File: src/hw/dpo_pkg.sv
// shared types and constants for the receive payload output port
// assumes one 40 mhz fabric clock; line pins are asynchronous to it
package dpo_pkg;

    // ==========================================================
    // frame geometry and nominal rates
    localparam int unsigned NIBBLES_PER_FRAME = 1176;   // payload nibbles per ds3 frame
    localparam int unsigned SERIAL_RATE_KHZ   = 44736;  // nominal serial payload clock
    localparam int unsigned SYNC_STAGES       = 2;

    // ==========================================================
    // payload clock shaping, in fabric clock cycles
    localparam logic [3:0] SER_HIGH_CYC = 4'h3;  // serial clock high time
    localparam logic [3:0] NIB_HIGH_CYC = 4'h4;  // nibble clock high time (short duty)
    localparam logic [3:0] MIN_LOW_CYC  = 4'h1;  // least low time between pulses

    // ==========================================================
    // reset values
    localparam logic [1:0] ASM_CNT_RST = 2'h0;
    localparam logic [3:0] TIMER_RST   = 4'h0;

    // one delivered unit: a bit (in data[0]) or a nibble
    typedef struct packed {
        logic [3:0] data;
        logic       oh;
        logic       sof;
    } dpo_word_t;

    localparam dpo_word_t WORD_RST = '{data: 4'h0, oh: 1'b0, sof: 1'b0};

    // payload clock phase
    typedef enum logic [1:0] {
        PC_LOW  = 2'b00,
        PC_HIGH = 2'b01
    } dpo_phase_t;

endpackage

File: src/hw/dpo_payload_out.sv
// receive payload output port: serial or nibble delivery of inbound payload
// assumes an upstream framer presents one line bit per line clock, with an
// overhead flag and a start-of-frame flag, all changing with that clock

module dpo_payload_out
    import dpo_pkg::*;
#(
    parameter int unsigned BUF_DEPTH = 2
)
(
    // clock and reset
    input  wire logic       clk,
    input  wire logic       rst_b,
    // line side, asynchronous pins
    input  wire logic       rx_line_clock_in,
    input  wire logic       line_data_in,
    input  wire logic       line_overhead_in,
    input  wire logic       line_frame_start_in,
    input  wire logic       nibble_interface_select,
    // terminal equipment side
    output logic            rx_payload_clock,
    output logic            rx_serial_payload_out,
    output logic [3:0]      rx_nibble_payload_out,
    output logic            rx_overhead_indicator,
    output logic            rx_start_of_frame,
    // buffer has room for the next line word
    output logic            rx_buffer_ready
);

    // ==========================================================
    // elaboration checks
    if (BUF_DEPTH != 2)
        $error("dpo_payload_out: BUF_DEPTH must be 2");

    // ==========================================================
    // reset release and pin synchronisers
    logic [1:0] rst_sync_reg;
    logic       rst_n;
    logic [4:0] pin_s1_reg;
    logic [4:0] pin_s2_reg;
    logic       lclk_prev_reg;

    // reset asserts at once, releases after two edges
    always_ff @(posedge clk or negedge rst_b)
    begin
        if (!rst_b)
            rst_sync_reg <= 2'h0;
        else
            rst_sync_reg <= {rst_sync_reg[0], 1'b1};
    end
    assign rst_n = rst_sync_reg[1];

    // first stage feeds only the second; line clock resets high so no false edge follows reset
    always_ff @(posedge clk or negedge rst_n)
    begin
        if (!rst_n)
        begin
            pin_s1_reg    <= 5'h01;
            pin_s2_reg    <= 5'h01;
            lclk_prev_reg <= 1'b1;
        end
        else
        begin
            pin_s1_reg    <= {nibble_interface_select, line_frame_start_in,
                              line_overhead_in, line_data_in, rx_line_clock_in};
            pin_s2_reg    <= pin_s1_reg;
            lclk_prev_reg <= pin_s2_reg[0];
        end
    end

    logic mode_nib;
    logic line_bit_stb;
    logic mode_prev_reg;
    logic mode_chg;
    assign mode_nib     = pin_s2_reg[4];
    assign line_bit_stb = pin_s2_reg[0] & ~lclk_prev_reg;  // line clock rising edge
    assign mode_chg     = mode_nib ^ mode_prev_reg;

    // ==========================================================
    // nibble assembler (serial mode passes each bit straight on)
    logic [3:0] asm_sr_reg, asm_sr_next;
    logic [1:0] asm_cnt_reg, asm_cnt_next;
    logic       sof_pend_reg, sof_pend_next;
    logic       push;
    dpo_word_t  push_word;

    always_comb
    begin
        asm_sr_next   = asm_sr_reg;
        asm_cnt_next  = asm_cnt_reg;
        sof_pend_next = sof_pend_reg;
        push          = 1'b0;
        push_word     = WORD_RST;
        if (mode_chg)
        begin
            asm_cnt_next  = ASM_CNT_RST;
            sof_pend_next = 1'b0;
        end
        else if (line_bit_stb && !mode_nib)
        begin
            // overhead flag travels with its bit
            push           = 1'b1;
            push_word.data = {3'h0, pin_s2_reg[1]};
            push_word.oh   = pin_s2_reg[2];
            push_word.sof  = pin_s2_reg[3];
        end
        else if (line_bit_stb)
        begin
            // payload bits only, four per nibble
            if (pin_s2_reg[3])
            begin
                sof_pend_next = 1'b1;
                asm_cnt_next  = ASM_CNT_RST;  // realign on each frame
            end
            if (!pin_s2_reg[2])
            begin
                asm_sr_next  = {asm_sr_reg[2:0], pin_s2_reg[1]};
                asm_cnt_next = (pin_s2_reg[3] ? ASM_CNT_RST : asm_cnt_reg) + 2'h1;
                if (asm_cnt_next == ASM_CNT_RST)
                begin
                    // first nibble of the frame carries the flag
                    push           = 1'b1;
                    push_word.data = asm_sr_next;
                    push_word.sof  = sof_pend_next;
                    sof_pend_next  = 1'b0;
                end
            end
        end
    end

    always_ff @(posedge clk or negedge rst_n)
    begin
        if (!rst_n)
        begin
            asm_sr_reg    <= 4'h0;
            asm_cnt_reg   <= ASM_CNT_RST;
            sof_pend_reg  <= 1'b0;
            mode_prev_reg <= 1'b0;
        end
        else
        begin
            asm_sr_reg    <= asm_sr_next;
            asm_cnt_reg   <= asm_cnt_next;
            sof_pend_reg  <= sof_pend_next;
            mode_prev_reg <= mode_nib;
        end
    end

    // ==========================================================
    // two-entry buffer; the line cannot be stalled, so a full buffer
    // drops the word and shows it by rx_buffer_ready low
    dpo_word_t  buf_mem_reg [BUF_DEPTH];
    logic       wr_ptr_reg, rd_ptr_reg;
    logic [1:0] buf_cnt_reg, buf_cnt_next;
    logic       buf_valid;
    logic       pop;
    logic       do_push;

    assign buf_valid       = (buf_cnt_reg != 2'h0);
    assign rx_buffer_ready = (buf_cnt_reg != 2'h2);
    assign do_push         = push & rx_buffer_ready;

    always_comb
    begin
        buf_cnt_next = buf_cnt_reg;
        if (mode_chg)
            buf_cnt_next = 2'h0;
        else if (do_push && !pop)
            buf_cnt_next = buf_cnt_reg + 2'h1;
        else if (pop && !do_push)
            buf_cnt_next = buf_cnt_reg - 2'h1;
    end

    always_ff @(posedge clk or negedge rst_n)
    begin
        if (!rst_n)
        begin
            buf_mem_reg[0] <= WORD_RST;
            buf_mem_reg[1] <= WORD_RST;
            wr_ptr_reg     <= 1'b0;
            rd_ptr_reg     <= 1'b0;
            buf_cnt_reg    <= 2'h0;
        end
        else
        begin
            if (do_push)
                buf_mem_reg[wr_ptr_reg] <= push_word;
            wr_ptr_reg  <= mode_chg ? 1'b0 : (wr_ptr_reg ^ do_push);
            rd_ptr_reg  <= mode_chg ? 1'b0 : (rd_ptr_reg ^ pop);
            buf_cnt_reg <= buf_cnt_next;
        end
    end

    // ==========================================================
    // payload clock sequencer and output registers
    dpo_phase_t phase_reg, phase_next;
    logic [3:0] timer_reg, timer_next;
    logic       held_reg, held_next;   // nibble already shown, awaiting its pulse
    dpo_word_t  out_reg, out_next;
    dpo_word_t  head;

    assign head = buf_mem_reg[rd_ptr_reg];

    always_comb
    begin
        phase_next = phase_reg;
        timer_next = (timer_reg != TIMER_RST) ? timer_reg - 4'h1 : TIMER_RST;
        held_next  = held_reg;
        out_next   = out_reg;
        pop        = 1'b0;
        if (mode_chg)
        begin
            phase_next = PC_LOW;
            timer_next = TIMER_RST;
            held_next  = 1'b0;
            out_next   = WORD_RST;
        end
        else case (phase_reg)
            PC_LOW:
            begin
                if (timer_reg == TIMER_RST && buf_valid && !mode_nib)
                begin
                    // one clock per line bit, so it runs as the line runs
                    // bit, overhead and frame flag change at the rise
                    pop        = 1'b1;
                    out_next   = head;
                    phase_next = PC_HIGH;
                    timer_next = SER_HIGH_CYC - 4'h1;
                end
                else if (timer_reg == TIMER_RST && buf_valid && !held_reg)
                begin
                    // first nibble after start, no falling edge to wait for
                    pop       = 1'b1;
                    out_next  = head;
                    held_next = 1'b1;
                end
                else if (timer_reg == TIMER_RST && buf_valid)
                begin
                    // pulse only once the line has delivered the next nibble
                    phase_next = PC_HIGH;
                    timer_next = NIB_HIGH_CYC - 4'h1;
                end
            end
            PC_HIGH:
            begin
                if (timer_reg == TIMER_RST)
                begin
                    phase_next = PC_LOW;
                    timer_next = MIN_LOW_CYC - 4'h1;
                    if (mode_nib)
                    begin
                        // next nibble goes out at the fall
                        pop       = buf_valid;
                        out_next  = buf_valid ? head : WORD_RST;
                        held_next = buf_valid;
                    end
                end
            end
            default:
            begin
                phase_next = PC_LOW;
                timer_next = TIMER_RST;
            end
        endcase
    end

    always_ff @(posedge clk or negedge rst_n)
    begin
        if (!rst_n)
        begin
            phase_reg <= PC_LOW;
            timer_reg <= TIMER_RST;
            held_reg  <= 1'b0;
            out_reg   <= WORD_RST;
        end
        else
        begin
            phase_reg <= phase_next;
            timer_reg <= timer_next;
            held_reg  <= held_next;
            out_reg   <= out_next;
        end
    end

    // ==========================================================
    // pins; mode only selects which registered word fields appear
    // both forms fed from the same word
    assign rx_payload_clock      = (phase_reg == PC_HIGH);
    assign rx_serial_payload_out = out_reg.data[0] & ~mode_prev_reg;
    assign rx_nibble_payload_out = out_reg.data & {4{mode_prev_reg}};
    // nibble words never carry the overhead flag
    assign rx_overhead_indicator = out_reg.oh & ~mode_prev_reg;
    assign rx_start_of_frame     = out_reg.sof;

endmodule

File: config.mk
export PLATFORM = sky130hd
export DESIGN_NAME = dpo_payload_out
export DESIGN_NICKNAME = d
export VERILOG_FILES = /design/src/hw/dpo_pkg.sv /design/src/hw/dpo_payload_out.sv
export SDC_FILE = /design/constraint.sdc
export NUM_CORES = 1
export LEC_CHECK = 0
export ABC_CLOCK_PERIOD_IN_PS = 1900
export BUFFER_PORTS_ARGS = -buffer_cell sky130_fd_sc_hd__buf_2
export CORE_MARGIN = 3
export CORE_UTILIZATION = 59
export DETAILED_ROUTE_END_ITERATION = 10
export MAX_ROUTING_LAYER = met4
export PLACE_DENSITY = 0.89
export SLEW_MARGIN = 5
export SYNTH_ARGS = -nofsm -noshare
export SYNTH_HDL_FRONTEND = slang
export SYNTH_SLANG_ARGS = --single-unit
export TNS_END_PERCENT = 1
File: constraint.sdc
create_clock -name clk -period 1.9 [get_ports clk]
set_input_delay 0.095 -clock clk [delete_from_list [all_inputs] [get_ports clk]]
set_output_delay 0.095 -clock clk [all_outputs]
set_load 0.005 [all_outputs]
==> metrics <==
synthesis-stage register bit count 48; area grow syn2layout 19.2%; TritonCTS buffer count 5; Overall Power 2020 µW; crit-path cells nor2b_1, ha_2, nand4b_1, a21oi_2, and2_4, ha_4, mux2_2; Top FF cell, synth dfrtp_1; grt ovf 0; Clk network pwr share 0.241; Least-Margin Pin Slew 508 ps; Routed WL ~4.1 mm; H-tree depth 2; Post-synth EDFFs 0; fin crit period around 1800 ps; Worst Setup Start Kind register; Post-DP HPWL between 2 and 3 mm; top cell family by delay on the critical path simple AND/OR/NAND/NOR gates; Reg2Reg Setup Slack around 77 ps; Seq pwr share 0.582; YS warnings 0; register area between 0.001 and 0.0015 mm²; area of the core approximately 0.0034 mm²; Syn Area/Cell 11.2 µm²; Die Width about 66 µm; switching part of the total 0.279; Ports 16; Hold Path Class input port to asynchronous set/reset pin; Slew Viols, Final 0; library cells used by synthesis 45; IO buf count 15; DR iter-0 viols 116; largest net degree at the start of global routing 30; worst skew pair latency 350 ps; critical path endpoint category register; WL/cell between 10 and 15 µm; worst hold margin slightly above 40 ps; Die Ht around 66 µm; total number of vias 1532; number of routed nets with antenna violations 0; combinational share of power 0.177; Final TNS setup 0 ps; area of the multi-input gates between 800 and 900 µm²; Final setup violation count 0; worst reg-to-reg path cell count 7; CP Depth 7; critical path arrival about 2100 ps; # DRC 0; CP endpoint buf_mem_reg[6]; fraction of registers with async set/reset 1.00; max reg flops 12; Final GP Congestion roughly 0.87; commonest non-fill, non-tap cell in the layout dfrtp_1; number of max-cap violations 0; Mapped Area around 0.0021 mm²; Internal Power 1460 µW; Critical path origin pin_s2_reg[3]; first-pass GRT wire length about 6.3 mm; Die Area 0.00440 mm²; ant diodes 0; Initial DRT Pass Iterations 4; CTS Root Buffer Type clkbuf_4; Worst slew margin 0.661; switching power approximately 560 µW; placed insts between 200 and 300; P_leak approximately 0.0012 µW; initial antenna violation count 0; Final Skew between 9 and 10 ps; effective utilization at floorplan 0.628; r2r startpoint pin_s2_reg[3]; clock sink count 48; clock-pin transition on the worst setup and hold timing paths about 130 ps; floorplan row count 21; Syn Nets 201; deepest clock path buffer count 2; leading cell types in the layout, fill and taps excluded 44 x dfrtp_1, 16 x nor2_1, 16 x buf_2, 16 x buf_4, 14 x inv_1; Tcrit/Tclk final 0.959; Layout Cells excl Fill ~280; Pwr Density 790 mW/mm²; fillers 220; Via density 5.49; peak supply drop around 600 µV; vias in the first global route between 1k and 1.5k; outcome finished clean; FMAX 0.549 GHz; RSZ-0062 raised after global routing yes; post-synthesis sequential area ratio 0.562; Critical Path Fanout Max 4; WP buf/inv 0; Final #Nets 242; Final Hold Fails 0; CTS tree built; kind of critical path register to register; Critical Path RT between 2000 and 2500 ps; RR Endpoint buf_mem_reg[6]; fraction of layout cells with a size suffix above 1 0.296; Slowest-stage cell, CP dfrtp_1; CP peak stage delay about 440 ps; post-synthesis cell count 191; Total GRT Usage 0.199
-- kinds of logic (layout without fill, tap and decap cells) --
group	count (synthesis)	count (layout)	synth area share
multiplexers	17	17	0.0962
XOR/XNOR	3	3	0.0157
flip-flops	48	48	0.562
buffers and inverters	21	63	0.0379
AND/OR/NAND/NOR	57	57	0.148
adder cells (fa/ha/maj)	3	3	0.0175
AO/OA/AOI/OAI	41	41	0.122
other	1	1	0.00175
-- power groups by stage --
stage / sequential (µW) / combinational (µW) / clock [µW]
2_1_floorplan: 1180 / 239 / 0
3_3_place_gp: 1190 / 328 / 0
3_5_place_dp: 1190 / 341 / 0
4_1_cts: 1170 / 351 / 495
5_1_grt: 1190 / 396 / 544
6_report: 1180 / 357 / 487
-- final cells by class --
type / count / area share
Sequential cell: 48 / 0.472
Inverter: 15 / 0.0220
Timing Repair Buffer: 40 / 0.111
Clock inverter: 1 / 0.00294
Clock buffer: 7 / 0.0215
Multi-Input combinational cell: 122 / 0.349
Tap cell: 46 / 0.0225
-- cells in the mapped netlist, types with 3 or more instances --
cell type | n | area (µm²)
and2_1 | 5 | 31.3
nand2b_1 | 3 | 18.8
mux2i_1 | 6 | 60.1
inv_1 | 15 | 56.3
mux2_2 | 4 | 45.0
nand3_1 | 3 | 15.0
o31ai_1 | 3 | 22.5
o21ai_0 | 9 | 45.0
nand4_1 | 8 | 50.1
nor2b_1 | 5 | 31.3
nand2_1 | 8 | 30.0
o21ai_1 | 10 | 50.1
dfrtp_1 | 45 | 1130
ha_1 | 3 | 37.5
a21oi_1 | 3 | 15.0
dfstp_2 | 3 | 78.8
mux2_4 | 6 | 90.1
o21ai_2 | 3 | 26.3
clkbuf_1 | 3 | 11.3
nor2_1 | 17 | 63.8
-- metal layers --
| metal | wire [µm] | GRT usage | share of wire |
|---|---|---|---|
| met4 | 70 | 0.0609 | 0.017 |
| met1 | 1700 | 0.250 | 0.42 |
| met2 | 2080 | 0.320 | 0.51 |
| met5 | 0 | - | 0 |
| met3 | 192 | 0.0476 | 0.047 |
-- repair_timing --
item                                    CTS  global route
resized for setup                         0             9
hold buffers                              6             0
buffers inserted                          0             6
hold endpoints to repair                  7             0
endpoints found under the setup margin    0            11
-- how the worst min path moves through the flow --
stage,start,end,slack (ps)
floorplan,rst_b,rst_sync_reg[0],-200
global route,rst_b,rst_sync_reg[1],20
global placement,rst_b,rst_sync_reg[0],-120
finish,rst_b,rst_sync_reg[1],40
CTS,rst_b,rst_sync_reg[1],30
detailed placement,rst_b,rst_sync_reg[0],-120
-- per-stage QoR --
| step | utilization | worst slack [ps] | cell area [µm²] |
|---|---|---|---|
| 6_report | 0.749 | 77.5 | 2560 |
| 5_1_grt | 0.749 | -43.1 | 2560 |
| 4_1_cts | 0.723 | 46.5 | 2470 |
| 3_5_place_dp | 0.687 | 85.9 | 2350 |
| 3_3_place_gp | 0.687 | 178 | 2350 |
| 2_1_floorplan | - | -61.8 | 2160 |
(Power assumes the default switching activity.)
